$ cat config.mk
export PLATFORM = sky130hd
export DESIGN_NAME = hpp_host_port
export DESIGN_NICKNAME = d
export VERILOG_FILES = /design/src/common/hpp_pkg.sv /design/src/logic/hpp_host_port.sv
export SDC_FILE = /design/constraint.sdc
export NUM_CORES = 1
export LEC_CHECK = 0
export ABC_AREA = 1
export ABC_CLOCK_PERIOD_IN_PS = 3950
export BUFFER_PORTS_ARGS = -buffer_cell sky130_fd_sc_hd__buf_2
export CAP_MARGIN = 20
export CORE_MARGIN = 4
export CORE_UTILIZATION = 50
export CTS_CLUSTER_SIZE = 20
export DETAILED_ROUTE_END_ITERATION = 6
export PLACE_DENSITY = 0.81
export SYNTH_ARGS = -nofsm -noshare
export SYNTH_HDL_FRONTEND = slang
export SYNTH_SLANG_ARGS = --single-unit
export TNS_END_PERCENT = 5
$ cat constraint.sdc
create_clock -name clk -period 3.95 [get_ports clk]
set_clock_uncertainty 0.1 [all_clocks]
set_input_delay 0.5925 -clock clk [delete_from_list [all_inputs] [get_ports clk]]
set_output_delay 0.5925 -clock clk [all_outputs]
set_load 0.02 [all_outputs]
$ cat src/common/hpp_pkg.sv
package hpp_pkg;

	// =======================================================
	// pin bundle sampled from the host side
	typedef struct packed {
		logic       cs_n;
		logic       write_strobe_or_eclock;
		logic       rd_n_or_rw;
		logic       addr_strobe;
		logic [9:0] addr;
		logic [7:0] data;
		logic       data_fmt;
		logic       timing_fmt;
		logic       div_sel;
	} hpp_pins_t;

	// =======================================================
	// requests towards the internal ram and the core latches
	typedef struct packed {
		logic        re;
		logic        we;
		logic [11:0] addr;
		logic [7:0]  wdata;
	} hpp_mem_req_t;

	typedef struct packed {
		logic       re;
		logic       we;
		logic [7:0] addr;
		logic [7:0] wdata;
	} hpp_par_req_t;

	// =======================================================
	// pin encodings
	localparam logic FMT_STROBE_RW  = 1'b1;
	localparam logic TIMING_ASYNC   = 1'b1;
	localparam logic DIV_BY_TWO     = 1'b1;

	// window select on address bits 9..8
	localparam logic [1:0] WIN_PAGE0 = 2'h0;
	localparam logic [1:0] WIN_PAGE1 = 2'h1;
	localparam logic [1:0] WIN_BASE  = 2'h2;
	localparam logic [1:0] WIN_REGS  = 2'h3;

	// =======================================================
	// local parameter register offsets (low five bits)
	localparam logic [4:0] OFS_BASE_PTR = 5'h08;
	localparam logic [4:0] OFS_MODE2    = 5'h0c;
	localparam logic [4:0] OFS_EXT_CTRL = 5'h1c;
	localparam logic [4:0] OFS_IRQ_STAT = 5'h1d;
	localparam logic [4:0] OFS_IRQ_MASK = 5'h1e;
	localparam logic [4:0] OFS_TRIG_CMD = 5'h1f;

	// field positions
	localparam int MODE2_PORT0   = 0;
	localparam int MODE2_PORT1   = 1;
	localparam int CTRL_EXT_EN   = 0;
	localparam int IRQ_SYNC      = 0;
	localparam int IRQ_TRIG      = 1;
	localparam int TRIG_FIRE     = 0;

	// reset values
	localparam logic [7:0] RST_BASE_PTR = 8'h00;
	localparam logic [7:0] RST_MODE2    = 8'h00;
	localparam logic [7:0] RST_REG      = 8'h00;

	// segment shifts for the base pointer window
	localparam int SEG_SHIFT_COMPAT = 3;
	localparam int SEG_SHIFT_EXT    = 4;

endpackage

$ cat src/logic/hpp_host_port.sv
// Overview of operation
// RL1: pins named with _n are active when low, on both sides.
// RL2: compatibility decode ignores address bits 7..5 for parameter registers.
// RL3: with extension decode enabled, all address bits decode parameter regs.
// RL4: four extension registers lie inside the aliased compatibility range.
// RL5: extended features off at reset, enabled only via formerly unused regs.
// RL6: extensions off gives the predecessor's register view unchanged.
// RL7: divided clock out is clock/4 when divider select 0, clock/2 when 1.
// RL8: synchronous strobe mode: one eclock pulse equals one memory cycle.
// RL9: asynchronous timing: device drives low-active ready to end each access.
// RL10: aux pin 1: mode2 bit 1 in compatibility, sync interrupt in extended.
// RL11: aux pin 0: mode2 bit 0 in compatibility, measurement trigger extended.
// RL12: address latch pin latches muxed address, or acts as address strobe.
// RL13: static data-format pin selects strobe meaning and byte format; here it selects the strobe meaning only.
// RL14: static timing pin selects synchronous or ready-handshaked timing.
// RL15: reset is driven by a host port pin; host decides release.
// RL16: address bits 9..8 select page 0, page 1, base window, registers.
// RL17: base pointer selects 8-byte segments, 16-byte in extended mode.
// RL18: data bus drivers off unless a selected read is in progress.
//
// Design decisions made here: the plain strobed port and the placing of the registers.
module hpp_host_port
	import hpp_pkg::*;
(
	// clock and reset
	input  wire logic         clk,
	input  wire logic         reset,
	// host pins
	input  wire hpp_pins_t    pins,
	output logic [7:0]        data_out,
	output logic              data_oe,
	output logic              access_done_n,
	output logic              divided_clock_out,
	output logic              sync_irq_or_port1_n,
	output logic              trigger_or_port0_n,
	output logic              ext_irq_n,
	// core side
	output hpp_mem_req_t      mem_req,
	input  wire logic [7:0]   mem_rdata,
	output hpp_par_req_t      par_req,
	input  wire logic [7:0]   par_rdata,
	input  wire logic         sync_event,
	input  wire logic         trigger_event,
	output logic              ext_decode_enable
);

	// =======================================================
	// states
	typedef enum logic [3:0] {
		ST_IDLE = 4'b0001,
		ST_REQ  = 4'b0010,
		ST_WAIT = 4'b0100,
		ST_HOLD = 4'b1000
	} hpp_state_t;

	// base window: segment start plus offset, wrapping inside the ram
	function automatic logic [11:0] base_addr(input logic [7:0] base,
		input logic [7:0] ofs, input logic ext);
		logic [12:0] seg;
		seg = ext ? ({5'h00, base} << SEG_SHIFT_EXT)
		          : ({5'h00, base} << SEG_SHIFT_COMPAT);
		base_addr = seg[11:0] + {4'h0, ofs};
	endfunction

	// =======================================================
	// decode helpers
	// local register hit: offset match inside the register window
	function automatic logic reg_hit(input logic in_win, input logic ok,
		input logic [4:0] got, input logic [4:0] want);
		reg_hit = in_win && ok && (got == want);
	endfunction

	// ram address for the three ram windows
	function automatic logic [11:0] window_addr(input logic [1:0] w,
		input logic [7:0] base, input logic [7:0] o, input logic ext);
		case (w)
			WIN_PAGE0: begin
				window_addr = {4'h0, o};
			end
			WIN_PAGE1: begin
				window_addr = {4'h1, o};
			end
			default: begin
				window_addr = base_addr(base, o, ext);
			end
		endcase
	endfunction

	// local register read value; only used when a local hit is taken
	// extension registers read as unused locations until enabled
	function automatic logic [7:0] local_read(input logic [4:0] o,
		input logic [7:0] base, input logic [7:0] m2, input logic ext,
		input logic [1:0] stat, input logic [1:0] mask);
		case (o)
			OFS_BASE_PTR: begin
				local_read = base;
			end
			OFS_MODE2: begin
				local_read = m2;
			end
			OFS_EXT_CTRL: begin
				local_read = {7'h00, ext};
			end
			OFS_IRQ_STAT: begin
				local_read = ext ? {6'h00, stat} : 8'h00;
			end
			OFS_IRQ_MASK: begin
				local_read = ext ? {6'h00, mask} : 8'h00;
			end
			default: begin
				local_read = 8'h00;
			end
		endcase
	endfunction

	// =======================================================
	// pin synchroniser: three stages, change taken when 2 and 3 agree
	hpp_pins_t  pin_s1;
	hpp_pins_t  pin_s2;
	hpp_pins_t  pin_s3;
	hpp_pins_t  st;

	// synced view resets inactive, so no false strobe follows reset
	always_ff @(posedge clk) begin
		pin_s1 <= pins;
		pin_s2 <= pin_s1;
		pin_s3 <= pin_s2;
		if (reset) begin
			st <= '1;
		end else begin
			st <= (pin_s2 & pin_s3) | (st & (pin_s2 ^ pin_s3));
		end
	end

	// =======================================================
	// registers and state
	hpp_state_t  state;
	hpp_state_t  next_state;
	logic [7:0]  base_ptr;
	logic [7:0]  mode2;
	logic        ext_en;
	logic [1:0]  irq_stat;
	logic [1:0]  irq_mask;
	logic        trig_q;
	logic [7:0]  ale_addr;
	logic        div_cnt;
	logic        is_rd;
	logic        is_local;
	logic        is_par;
	logic [7:0]  local_q;

	// =======================================================
	// strobe decode
	wire strobe_rw  = (st.data_fmt == FMT_STROBE_RW);            // [RL13]
	wire async_mode = (st.timing_fmt == TIMING_ASYNC);           // [RL14]
	wire muxed_bus_mode = !strobe_rw && !async_mode;
	// muxed bus: select from address pins 7..2 at zero, no chip select
	wire sel = muxed_bus_mode ? (st.addr[7:2] == 6'h00)
	                          : !st.cs_n;                        // [RL1]
	// strobe format: eclock high in sync, address strobe low in async
	wire rw_strobe = async_mode ? !st.addr_strobe
	                            : st.write_strobe_or_eclock;     // [RL8] [RL12]
	wire rd_act = sel && (strobe_rw ? (rw_strobe && st.rd_n_or_rw)
	                                : !st.rd_n_or_rw);           // [RL1]
	wire wr_act = sel && (strobe_rw ? (rw_strobe && !st.rd_n_or_rw)
	                                : !st.write_strobe_or_eclock);
	wire acc_act = rd_act || wr_act;

	// =======================================================
	// address decode
	wire [9:0] full_addr = muxed_bus_mode ? {st.addr[1:0], ale_addr}
	                                      : st.addr;
	wire [1:0] win  = full_addr[9:8];                            // [RL16]
	wire [7:0] ofs  = full_addr[7:0];
	wire       in_regs = (win == WIN_REGS);
	// compat decode drops bits 7..5, full decode demands them zero
	wire       hi_ok = !ext_en || (ofs[7:5] == 3'h0);            // [RL2] [RL3]
	wire [4:0] rofs = ofs[4:0];
	wire hit_base  = reg_hit(in_regs, hi_ok, rofs, OFS_BASE_PTR);
	wire hit_mode2 = reg_hit(in_regs, hi_ok, rofs, OFS_MODE2);
	wire hit_ctrl  = reg_hit(in_regs, hi_ok, rofs, OFS_EXT_CTRL); // [RL4]
	wire hit_stat  = reg_hit(in_regs, hi_ok, rofs, OFS_IRQ_STAT);
	wire hit_mask  = reg_hit(in_regs, hi_ok, rofs, OFS_IRQ_MASK);
	wire hit_trig  = reg_hit(in_regs, hi_ok, rofs, OFS_TRIG_CMD);
	wire hit_local = hit_base || hit_mode2 || hit_ctrl || hit_stat
	                 || hit_mask || hit_trig;
	// register index forwarded to the core latches, aliased only in compat decode
	wire [7:0] par_idx = ext_en ? ofs : {3'h0, rofs};            // [RL2] [RL3]
	wire [11:0] ram_addr = window_addr(win, base_ptr, ofs,
	                                   ext_en);              // [RL16] [RL17]

	wire [7:0] local_rd = local_read(rofs, base_ptr, mode2, ext_en,
	                                 irq_stat, irq_mask);        // [RL6]

	wire issue = (state == ST_IDLE) && acc_act;
	wire wr_go = issue && wr_act;
	wire rd_go = issue && rd_act;

	// =======================================================
	// access sequencer
	always_comb begin
		next_state = state;
		case (state)
			ST_IDLE: begin
				if (acc_act) begin
					next_state = ST_REQ;
				end
			end
			ST_REQ: begin
				next_state = ST_WAIT;
			end
			ST_WAIT: begin
				next_state = ST_HOLD;
			end
			// one access per strobe: wait for release    [RL8]
			ST_HOLD: begin
				if (!acc_act) begin
					next_state = ST_IDLE;
				end
			end
			default: begin
				next_state = ST_IDLE;
			end
		endcase
	end

	always_ff @(posedge clk) begin
		if (reset) begin
			state    <= ST_IDLE;
			is_rd    <= 1'b0;
			is_local <= 1'b0;
			is_par   <= 1'b0;
			local_q  <= RST_REG;
			data_out <= RST_REG;
		end else begin
			state <= next_state;
			if (issue) begin
				is_rd    <= rd_act;
				is_local <= hit_local;
				is_par   <= in_regs;
				local_q  <= local_rd;
			end
			if (state == ST_WAIT) begin
				data_out <= is_local ? local_q :
				            is_par ? par_rdata : mem_rdata;
			end
		end
	end

	// =======================================================
	// core requests, one-cycle pulses from flops
	always_ff @(posedge clk) begin
		if (reset) begin
			mem_req <= '0;
			par_req <= '0;
		end else begin
			mem_req.re    <= rd_go && !in_regs;
			mem_req.we    <= wr_go && !in_regs;
			mem_req.addr  <= ram_addr;
			mem_req.wdata <= st.data;
			par_req.re    <= rd_go && in_regs && !hit_local;
			par_req.we    <= wr_go && in_regs && !hit_local;
			par_req.addr  <= par_idx;
			par_req.wdata <= st.data;
		end
	end

	// =======================================================
	// local registers
	always_ff @(posedge clk) begin
		if (reset) begin
			base_ptr <= RST_BASE_PTR;
			mode2    <= RST_MODE2;
			ext_en   <= 1'b0;                                    // [RL5]
			irq_mask <= '0;
			ale_addr <= RST_REG;
		end else begin
			if (wr_go && hit_base) begin
				base_ptr <= st.data;
			end
			if (wr_go && hit_mode2) begin
				mode2 <= st.data;
			end
			// reachable before full decode is on                [RL4] [RL5]
			if (wr_go && hit_ctrl) begin
				ext_en <= st.data[CTRL_EXT_EN];
			end
			if (wr_go && hit_mask && ext_en) begin
				irq_mask <= st.data[1:0];
			end
			// address latch pin captures the muxed low byte       [RL12]
			if (muxed_bus_mode && st.addr_strobe) begin
				ale_addr <= st.data;
			end
		end
	end

	// =======================================================
	// events and interrupt: read clears, a new event wins
	wire sw_trig = wr_go && hit_trig && ext_en && st.data[TRIG_FIRE];
	wire [1:0] ev = ext_en ? {trigger_event || sw_trig, sync_event}
	                       : 2'h0;
	wire stat_rd = rd_go && hit_stat && ext_en;

	always_ff @(posedge clk) begin
		if (reset) begin
			irq_stat <= '0;
			trig_q   <= 1'b0;
		end else begin
			irq_stat <= (stat_rd ? 2'h0 : irq_stat) | ev;
			trig_q   <= ev[IRQ_TRIG];
		end
	end

	// =======================================================
	// clock divider: the pin is a flop toggled on an enable pulse
	wire div_en = (st.div_sel == DIV_BY_TWO) || div_cnt;         // [RL7]

	always_ff @(posedge clk) begin
		if (reset) begin
			div_cnt           <= 1'b0;
			divided_clock_out <= 1'b0;
		end else begin
			div_cnt <= !div_cnt;
			if (div_en) begin
				divided_clock_out <= !divided_clock_out;        // [RL7]
			end
		end
	end

	// =======================================================
	// pins
	wire sync_pend = irq_stat[IRQ_SYNC] && irq_mask[IRQ_SYNC];

	wire any_pend  = |(irq_stat & irq_mask);
	wire in_hold   = (state == ST_HOLD);

	assign ext_decode_enable   = ext_en;
	assign ext_irq_n           = !any_pend;
	// compat mode shows the port bits, extended mode the events
	assign sync_irq_or_port1_n = ext_en ? !sync_pend
	                                    : mode2[MODE2_PORT1];    // [RL10]
	assign trigger_or_port0_n  = ext_en ? !trig_q
	                                    : mode2[MODE2_PORT0];    // [RL11]
	// sync timing gives no handshake; keep ready inactive
	assign access_done_n = !(async_mode && in_hold);             // [RL9]
	// drive only during a selected read once data is held
	assign data_oe = rd_act && is_rd && in_hold;                 // [RL18]

endmodule

==> results.cfg, run 1 <==
[layout]
final_nets = 940
layout_commonest_cell = dfxtp_1
diodes = 0
fin_cells = 1049
multi_input_area_sq_um = 2510
drive_above_1_share = 0.194
layout_common_cells = dfxtp_1, nand2_1, nor2_1, buf_2, inv_1
fillers = 1143
area_growth_syn_to_layout_pct = 17.7
seq_area_sq_um = 3680

[synthesis]
ys_seq_area_frac = 0.555
async_flop_share = 0
synth_nets = 846
ys.flop_type = dfxtp_1
avgSynthCellArea_sq_um = 8.62
syn-cell-area_sq_um = 6640
ys_types = 40
netlist_instances = 770
ys_warn_count = 0
ys_ff_latch = 184
synth_edf_count = 0

[hold_path]
worstHoldPathType = in2reg
hold_start = pins[10]

[die]
core_area_sq_um = 12800
dieArea_sq_um = 15200
die_w_microns = 123
initial_utilization = 0.518
die_height_microns = 123
row_count = 41
io-pin-count = 100

[routing]
postRouteWirelength_microns = 13600
drc = 0
drtIter0Drc = 369
wl_per_cell_microns = 12.9
firstDrtPassIters = 5
vias = 5072
post_drt_via_cell_ratio = 4.84
ant_nets = 0

[sta]
holdWs_ps = 153
fmax_mhz = 362
relSlewSlack = 0.584
finalMaxSlewViolations = 0
min_period_over_period = 0.698
rsz0062_at_grt = no
timing.setup.tns_ps = 0
worst_pin_slew_ps = 620
layout_min_cycle_time_ps = 2760
setup-violations-final = 0
setup_ws_ps = 1190
hold_viol = 0

[setup_path]
setup.worst_path.end_class = register
rrSetupSlack_ps = 1190
cp-startpoint = async_mode
startpoint_type = register
cp_cell_sequence = nor2_2 -> buf_4 -> nand2_1 -> nand2_1 -> inv_1 -> ha_1 -> nand2_1 -> o21ai_0 -> nand2_1 -> nand2_1 -> nand2_1 -> nor2_1 -> xor2_1 -> nor3_1
critPathMaxFanout = 12
critPathKind = reg2reg
cp.required_ps = 4150
worst_r2r_path_depth = 14
r2r-start = async_mode
crit_top_cell = nand2_1
cpMaxStageDelayCell = nor2_2
path_buf_inv = 2
path_depth = 14
arrival_ps = 2960
r2r_end = mem_req[19]
crit_path_end = mem_req[19]
cp_slowest_stage_delay_ps = 400
crit_family = simple AND/OR/NAND/NOR gates

[placement]
dp_slack_ps = 1250
dp_hpwl_microns = 9880
dp.cells = 1017
globalplace.congestion = 0.914
port-buffer-count = 99

[clocking]
h-tree-depth = 4
cts_tree = yes
cts_resized = 0
clock-sinks = 184
post_cts_buffers = 0
clockBufferDepth = 2
clk_latency_ps = 430
postCtsHoldBufs = 0
cts_buffers = 17
root_buffer = clkbuf_16
cts.clk_slew.worst_paths_ps = 70

[power_and_ir_drop]
p_comb_frac = 0.100
p_clk_frac = 0.405
ir_worst_vdd_v = 0.000333
power.total_mw = 4.08
p_switching_mw = 1.08
p_per_area_nw_per_um2 = 523
p_leak_nw = 3.65
p_seq_frac = 0.496
power.internal_mw = 3.00
swShare = 0.266

[global_routing]
grt_pass1_vias = 4670
grt_max_degree = 39
grt_pass1_wl_microns = 22100
antenna_found_initial = 0
grt_overflow = 0
grtUsageTotal = 0.187

[outcome]
status = complete, no violations

[run]
max_cap_viol_count = 0
-- Yosys cell counts (2+ instances only) --
cell / instances / area [sq um]
o21ai_1: 2 / 10.0
clkbuf_1: 13 / 48.8
nor3_1: 8 / 40.0
nand2_4: 2 / 22.5
buf_1: 4 / 15.0
o21ai_0: 63 / 315
a21oi_1: 46 / 230
o31ai_1: 8 / 60.1
nor2_4: 3 / 33.8
clkinv_4: 2 / 17.5
nand2_1: 151 / 567
nand4_1: 4 / 25.0
nor2_1: 113 / 424
o21ai_2: 2 / 17.5
buf_4: 12 / 90.1
inv_1: 66 / 248
dfxtp_1: 184 / 3680
inv_2: 4 / 15.0
nor2_2: 6 / 37.5
ha_1: 30 / 375
xor2_1: 4 / 35.0
o21ai_4: 2 / 32.5
nand3_1: 18 / 90.1
nand2_2: 7 / 43.8
-- worst min-delay path by stage --
stage | endpoint | slack, ps | depth (start not counted)
floorplan | pin_s2[0] | 210 | 0
global placement | pin_s2[13] | 210 | 0
detailed placement | pin_s2[0] | 210 | 0
CTS | pin_s1[24] | 140 | 1
global route | pin_s1[18] | 130 | 1
finish | pin_s1[10] | 150 | 1
-- sequential cells by signal, indices dropped and copies added (netlist names), 8 cells and up --
register  count
par_req      15
local_q       8
pin_s1       25
ale_addr      8
base_ptr      8
mode2         8
pin_s2       25
data_out      8
pin_s3       25
mem_req      14
st           23
-- final cells by class --
cell class                      instances  area share
Clock buffer                           18      0.0549
Clock inverter                         14      0.0195
Inverter                               73      0.0364
Multi-Input combinational cell        483       0.321
Sequential cell                       184       0.472
Tap cell                              172      0.0276
Timing Repair Buffer                  105      0.0692
-- per-stage QoR --
step / cell area, sq um / util
6_report: 7810 / 0.609
5_1_grt: 7810 / 0.609
4_1_cts: 7810 / 0.609
3_5_place_dp: 7230 / 0.564
3_3_place_gp: 7230 / 0.564
2_1_floorplan: 6640 / -
-- worst reg2reg max path: stages (launching register included) --
cell     delay (ps)
dfxtp_1         370
nor2_2          400
buf_4           260
nand2_1          70
nand2_1         130
inv_1            60
ha_1            340
nand2_1          60
o21ai_0         260
nand2_1         100
nand2_1          90
nand2_1          70
nor2_1          110
xor2_1          150
nor3_1           50
-- power by group through the flow --
stage               registers, mW  clock network, mW  logic, mW
finish                       2.02               1.65      0.407
CTS                          2.02               1.69      0.407
floorplan                    2.07                  0      0.282
global placement             2.06                  0      0.394
detailed placement           2.07                  0      0.403
global route                 2.04               1.77      0.461
-- layer usage --
metal,vias to the layer above,track usage,share of wire
li1,2641,-,-
met2,164,0.298,0.46
met5,-,0,0
met1,2236,0.235,0.45
met4,0,0.0941,0.029
met3,31,0.0462,0.066
-- cells by family after synthesis --
group / after synthesis / share of synthesized area
xor+xnor: 4 / 0.00528
buf+inv: 103 / 0.0677
simple gates: 317 / 0.201
compound gates: 131 / 0.111
flops: 184 / 0.555
fa+ha+maj: 31 / 0.0596
(Power assumes the default switching activity.)
==> inputs of run 2 (changes only) <==
--- a/config.mk
+++ b/config.mk
@@ -5,15 +5,15 @@
 export SDC_FILE = /design/constraint.sdc
 export NUM_CORES = 1
 export LEC_CHECK = 0
-export ABC_AREA = 1
-export ABC_CLOCK_PERIOD_IN_PS = 3950
+export ABC_AREA = 0
+export ABC_CLOCK_PERIOD_IN_PS = 2400
 export BUFFER_PORTS_ARGS = -buffer_cell sky130_fd_sc_hd__buf_2
 export CAP_MARGIN = 20
 export CORE_MARGIN = 4
 export CORE_UTILIZATION = 50
 export CTS_CLUSTER_SIZE = 20
 export DETAILED_ROUTE_END_ITERATION = 6
-export PLACE_DENSITY = 0.81
+export PLACE_DENSITY = 0.84
 export SYNTH_ARGS = -nofsm -noshare
 export SYNTH_HDL_FRONTEND = slang
 export SYNTH_SLANG_ARGS = --single-unit
==> constraint.sdc (replaced) <==
create_clock -name clk -period 2.4 [get_ports clk]
set_clock_uncertainty 0.1 [all_clocks]
set_input_delay 0.36 -clock clk [delete_from_list [all_inputs] [get_ports clk]]
set_output_delay 0.36 -clock clk [all_outputs]
set_load 0.02 [all_outputs]
==> run 2 against run 1 <==
Compared with the run above: synthesized cell count fell by 22%; critical path type unchanged; final area rose by 6.7%; the run now ends with setup timing left; power rose by 62%; combinational power rose by 52%; largest power group unchanged; critical path depth fell by 2; routed wire length rose by 5.4%; clock-buffer cell count rose by 3; sequential power rose by 64%; first-iteration DRC count fell by 17%; global-route usage rose by 1.3 points.
==> results.cfg, run 2 <==
[routing]
vias = 4876
post_drt_via_cell_ratio = 5.24
postRouteWirelength_microns = 14300
ant_nets = 0
drtIter0Drc = 308
firstDrtPassIters = 4
drc = 0
wl_per_cell_microns = 15.4

[layout]
fillers = 1052
layout_commonest_cell = dfxtp_1
final_nets = 822
area_growth_syn_to_layout_pct = 27.7
diodes = 0
layout_common_cells = dfxtp_1, buf_2, nor2_1, nand2_1
reg_top3 = pin_s1 (25), pin_s2 (25), pin_s3 (25)
drive_above_1_share = 0.278

[global_routing]
grt_pass1_vias = 4923
grt_pass1_wl_microns = 23100
grt_overflow = 0
grt_max_degree = 93
antenna_found_initial = 0
grtUsageTotal = 0.199

[synthesis]
async_flop_share = 0
synth_edf_count = 0
synth_nets = 674
syn-cell-area_sq_um = 6530
synth.area.mux_share = 0.0798
yosys.area_share.simple = 0.120
ys_types = 56
ys.flop_type = dfxtp_1
synth_common_cells = dfxtp_1, nor2_1, nand2_1
yosysTopAreaCellShare = 0.564
synth_xor_area_frac = 0.00671
netlist_instances = 598
synth_compound_area_frac = 0.134
synth_area_leaders = dfxtp_1, mux2i_1, ha_1
post-synth-top-count-cell = dfxtp_1
synth_top_family_by_area = compound AO/OA/AOI/OAI gates
ys_seq_area_frac = 0.564
yosysTopAreaCell = dfxtp_1
synthAdderAreaFrac = 0.0606
avgSynthCellArea_sq_um = 10.9
ys_ff_latch = 184
ys_warn_count = 0

[setup_path]
path_buf_inv = 2
crit_family = multiplexers
path_depth = 12
critPathMaxFanout = 5
cp_slowest_stage_delay_ps = 380
critPathKind = reg2reg
cpMaxStageDelayCell = mux2_2
arrival_ps = 2750
worst_r2r_path_depth = 12
cp_cell_sequence = or2_4 -> mux2i_2 -> inv_1 -> ha_2 -> inv_1 -> fa_2 -> nor2b_4 -> o21ai_2 -> a21boi_2 -> o211ai_1 -> mux2_2 -> o41ai_2
startpoint_type = register
cp.required_ps = 2630
crit_top_cell = inv_1
setup.worst_path.end_class = register

[clocking]
cts.clk_slew.worst_paths_ps = 60
h-tree-depth = 4
cts_buffers = 17
clockBufferDepth = 2
cts_tree = yes
clock-sinks = 184
clk_latency_ps = 430
root_buffer = clkbuf_16

[sta]
setup_ws_ps = -113
timing.setup.tns_ps = -407
rsz0062_at_grt = yes
setup-violations-final = 6
layout_min_cycle_time_ps = 2510
min_period_over_period = 1.05
worst_pin_slew_ps = 566
finalMaxSlewViolations = 0
relSlewSlack = 0.619
hold_viol = 0
holdWs_ps = 80.2
fmax_mhz = 398

[die]
row_count = 41
initial_utilization = 0.513
io-pin-count = 100
core_area_sq_um = 12700
die_w_microns = 122
dieArea_sq_um = 14900
die_height_microns = 122

[power_and_ir_drop]
ir_worst_vdd_v = 0.000832
p_leak_nw = 3.69
p_per_area_nw_per_um2 = 793

[placement]
globalplace.congestion = 0.953
port-buffer-count = 99
dp_hpwl_microns = 10300

[outcome]
status = finished with violations
violations = setup timing

[run]
max_cap_viol_count = 0

[hold_path]
holdPathStages = 2
worstHoldPathType = in2reg
[run 2: changes by cell type after synthesis, moves of 8 or more]
cell | before | now
a22o_1 | 1 | 14
mux2i_1 | 0 | 40
a21oi_1 | 46 | 24
o21ai_0 | 63 | 26
nor2_1 | 113 | 56
inv_1 | 66 | 11
nor2b_1 | 0 | 15
mux2_2 | 0 | 8
a211o_1 | 0 | 26
nand2_1 | 151 | 48
nand3_1 | 18 | 8
[run 2: cell families after synthesis]
logic type / after synthesis
compound gates: 121
xor+xnor: 5
fa+ha+maj: 31
buf+inv: 47
flops: 184
mux: 50
simple gates: 160
[run 2: what timing repair did]
item                                    in CTS  in global routing
hold buffers                                25                  0
endpoints found under the hold margin       25                  0
setup buffers                                1                  0
resized for setup                           14                  7
pin swaps                                    7                  4
endpoints found under the setup margin      16                 32
[run 2: final timing paths]
check	slack, ps	endpoint	startpoint
worst max register to register	-110	mem_req[19]	strobe_rw
worst min register to register	220	pin_s2[20]	pin_s1[20]
worst max-delay path	-110	mem_req[19]	strobe_rw
worst min-delay path	80	irq_stat[0]	sync_event
[run 2: worst register-to-register path: cells and delay by family, from the launching register on]
| family | cells | cell delay (ps) |
|---|---|---|
| multiplexers | 2 | 590 |
| AND/OR/NAND/NOR | 2 | 330 |
| adder cells (fa/ha/maj) | 2 | 390 |
| buffers and inverters | 2 | 140 |
| flip-flops | 1 | 320 |
| AO/OA/AOI/OAI | 4 | 540 |
[run 2: through the flow]
stage               power [mW]  setup slack (ps)  instance area (sq um)  utilization  cells
global placement          3.91              -196                   7390        0.581    873
floorplan                 3.71              -211                   6550            -    598
finish                    6.61              -113                   8330        0.655    930
detailed placement        3.93              -271                   7390        0.581    873
CTS                       6.65              -101                   8290        0.651    930
global route              6.86              -289                   8330        0.655    930
[run 2: layer usage]
layer / global-route usage / wire length, microns / vias up
met1: 0.243 / 6260 / 2293
met4: 0.106 / 425 / 0
met2: 0.324 / 6790 / 144
li1: - / - / 2403
met5: 0 / 0 / -
met3: 0.0507 / 818 / 36
[run 2: layout make-up]
class                   instances  area [sq um]  share of cell area
flip-flops and latches        184          3690               0.442
multi-input cells             367          2740               0.329
repair buffers                164          1070               0.129
clock buffers                  21           450              0.0541
well taps                     172           215              0.0258
clock inverters                10           121              0.0146
inverters                      12          45.0             0.00541
[run 2: power breakdown]
group | total [mW] | internal [mW] | switching, mW
sequential | 3.31 | 3.21 | 0.100
combinational | 0.618 | 0.276 | 0.342
clock | 2.69 | 1.56 | 1.12
==> inputs of run 3 (changes only) <==
--- a/config.mk
+++ b/config.mk
@@ -13,7 +13,7 @@
 export CORE_UTILIZATION = 50
 export CTS_CLUSTER_SIZE = 20
 export DETAILED_ROUTE_END_ITERATION = 6
-export PLACE_DENSITY = 0.84
+export PLACE_DENSITY_LB_ADDON = 0.08
 export SYNTH_ARGS = -nofsm -noshare
 export SYNTH_HDL_FRONTEND = slang
 export SYNTH_SLANG_ARGS = --single-unit
==> run 3 against run 2 <==
Compared with the run above: the run still ends with setup timing left; utilization rose by 0.34 points; cell count rose by 0.75%; first-iteration DRC count is 11% lower; final area is 0.53% higher; die area unchanged; register-to-register slack improved by 30 ps; critical path type unchanged.
==> results.cfg, run 3 (synthesized netlist as in run 2, its figures left out) <==
[clocking]
cts_buffers = 17
clock-sinks = 184
clockBufferDepth = 2
root_buffer = clkbuf_16
cts.clk_slew.worst_paths_ps = 70
cts_tree = yes
h-tree-depth = 4
clk_latency_ps = 430

[sta]
timing.setup.tns_ps = -226
min_period_over_period = 1.03
finalMaxSlewViolations = 0
setup-violations-final = 4
holdWs_ps = 84.7
hold_viol = 0
worst_pin_slew_ps = 529
fmax_mhz = 403
rsz0062_at_grt = yes
setup_ws_ps = -82.8
layout_min_cycle_time_ps = 2480
relSlewSlack = 0.647

[layout]
reg_top3 = pin_s1 (25), pin_s2 (25), pin_s3 (25)
fillers = 1043
area_growth_syn_to_layout_pct = 28.4
diodes = 0
final_util = 0.658
layout_common_cells = dfxtp_1, buf_2, nor2_1, nand2_1, buf_4
layout_commonest_cell = dfxtp_1
drive_above_1_share = 0.288
final_nets = 829

[setup_path]
cpMaxStageDelayCell = fa_2
crit_family = adder cells
cp_cell_sequence = or2_4 -> mux2i_2 -> inv_1 -> ha_4 -> inv_1 -> fa_2 -> nor2b_2 -> o21ai_2 -> a21boi_2 -> o211ai_1 -> mux2_2 -> o41ai_1
startpoint_type = register
setup.worst_path.end_class = register
critPathKind = reg2reg
cp_slowest_stage_delay_ps = 340
crit_top_cell = inv_1
arrival_ps = 2710
critPathMaxFanout = 5
cp.required_ps = 2620
path_buf_inv = 2

[global_routing]
grt_pass1_wl_microns = 22800
grtUsageTotal = 0.196
grt_max_degree = 93
grt_overflow = 0
grt_pass1_vias = 4724
antenna_found_initial = 0

[routing]
post_drt_via_cell_ratio = 5.11
wl_per_cell_microns = 14.8
vias = 4786
drtIter0Drc = 273
ant_nets = 0
firstDrtPassIters = 4
postRouteWirelength_microns = 13900
drc = 0

[die]
io-pin-count = 100
die_w_microns = 122
core_area_sq_um = 12700
dieArea_sq_um = 14900
die_height_microns = 122
row_count = 41
initial_utilization = 0.513

[hold_path]
worstHoldPathType = in2reg

[power_and_ir_drop]
power.total_mw = 6.61
p_per_area_nw_per_um2 = 790
ir_worst_vdd_v = 0.000736
p_leak_nw = 3.73

[placement]
globalplace.congestion = 0.853
dp_hpwl_microns = 10100
port-buffer-count = 99

[run]
max_cap_viol_count = 0

[outcome]
status = finished with violations
violations = setup timing
[run 3: cell type report]
type / count / area [sq um] / share of cell area
Sequential cell: 184 / 3690 / 0.440
Inverter: 12 / 45.0 / 0.00538
Clock buffer: 18 / 439 / 0.0524
Tap cell: 172 / 215 / 0.0257
Clock inverter: 13 / 138 / 0.0164
Timing Repair Buffer: 171 / 1140 / 0.136
Multi-Input combinational cell: 367 / 2720 / 0.324
[run 3: power by group]
part           leakage, nW  total, mW  internal (mW)  switching, mW
Clock                0.278       2.68           1.48           1.20
Combinational         1.93      0.628          0.289          0.339
Sequential            1.53       3.31           3.20          0.101
Total                 3.73       6.61           4.98           1.64
[run 3: worst paths after layout]
path | startpoint | endpoint | slack [ps] | depth (start not counted)
hold reg to reg | pin_s1[13] | pin_s2[13] | 220 | 0
hold / removal | sync_event | irq_stat[0] | 80 | 2
setup reg to reg | strobe_rw | mem_req[19] | -80 | 12
setup / recovery | strobe_rw | mem_req[19] | -80 | 12
[run 3: worst reg2reg max path, delay by kind of cell, from the launching register on]
family | cells | cell delay [ps]
adders and majority gates | 2 | 480
and+or+nand+nor | 2 | 440
muxes | 2 | 450
buffers and inverters | 2 | 150
DFF | 1 | 320
AOI/OAI and AO/OA | 4 | 450
[run 3: metal layers]
metal / wire length, microns / track usage
met3: 777 / 0.0479
met4: 362 / 0.0889
met2: 6530 / 0.325
met1: 6230 / 0.243
met5: 0 / 0
[run 3: what timing repair did]
item,4_1_cts,5_1_grt
gates resized for setup,14,5
endpoints found under the hold margin,25,0
gates cloned,0,0
setup endpoints to repair,9,14
pin swaps,8,2
setup buffers,4,0
hold buffers,25,0
[run 3: per-stage QoR]
stage	setup slack [ps]	instances	area, sq um
floorplan	-211	598	6550
global placement	-205	877	7430
detailed placement	-249	877	7430
CTS	-82.9	937	8350
global route	-244	937	8380
finish	-82.8	937	8380
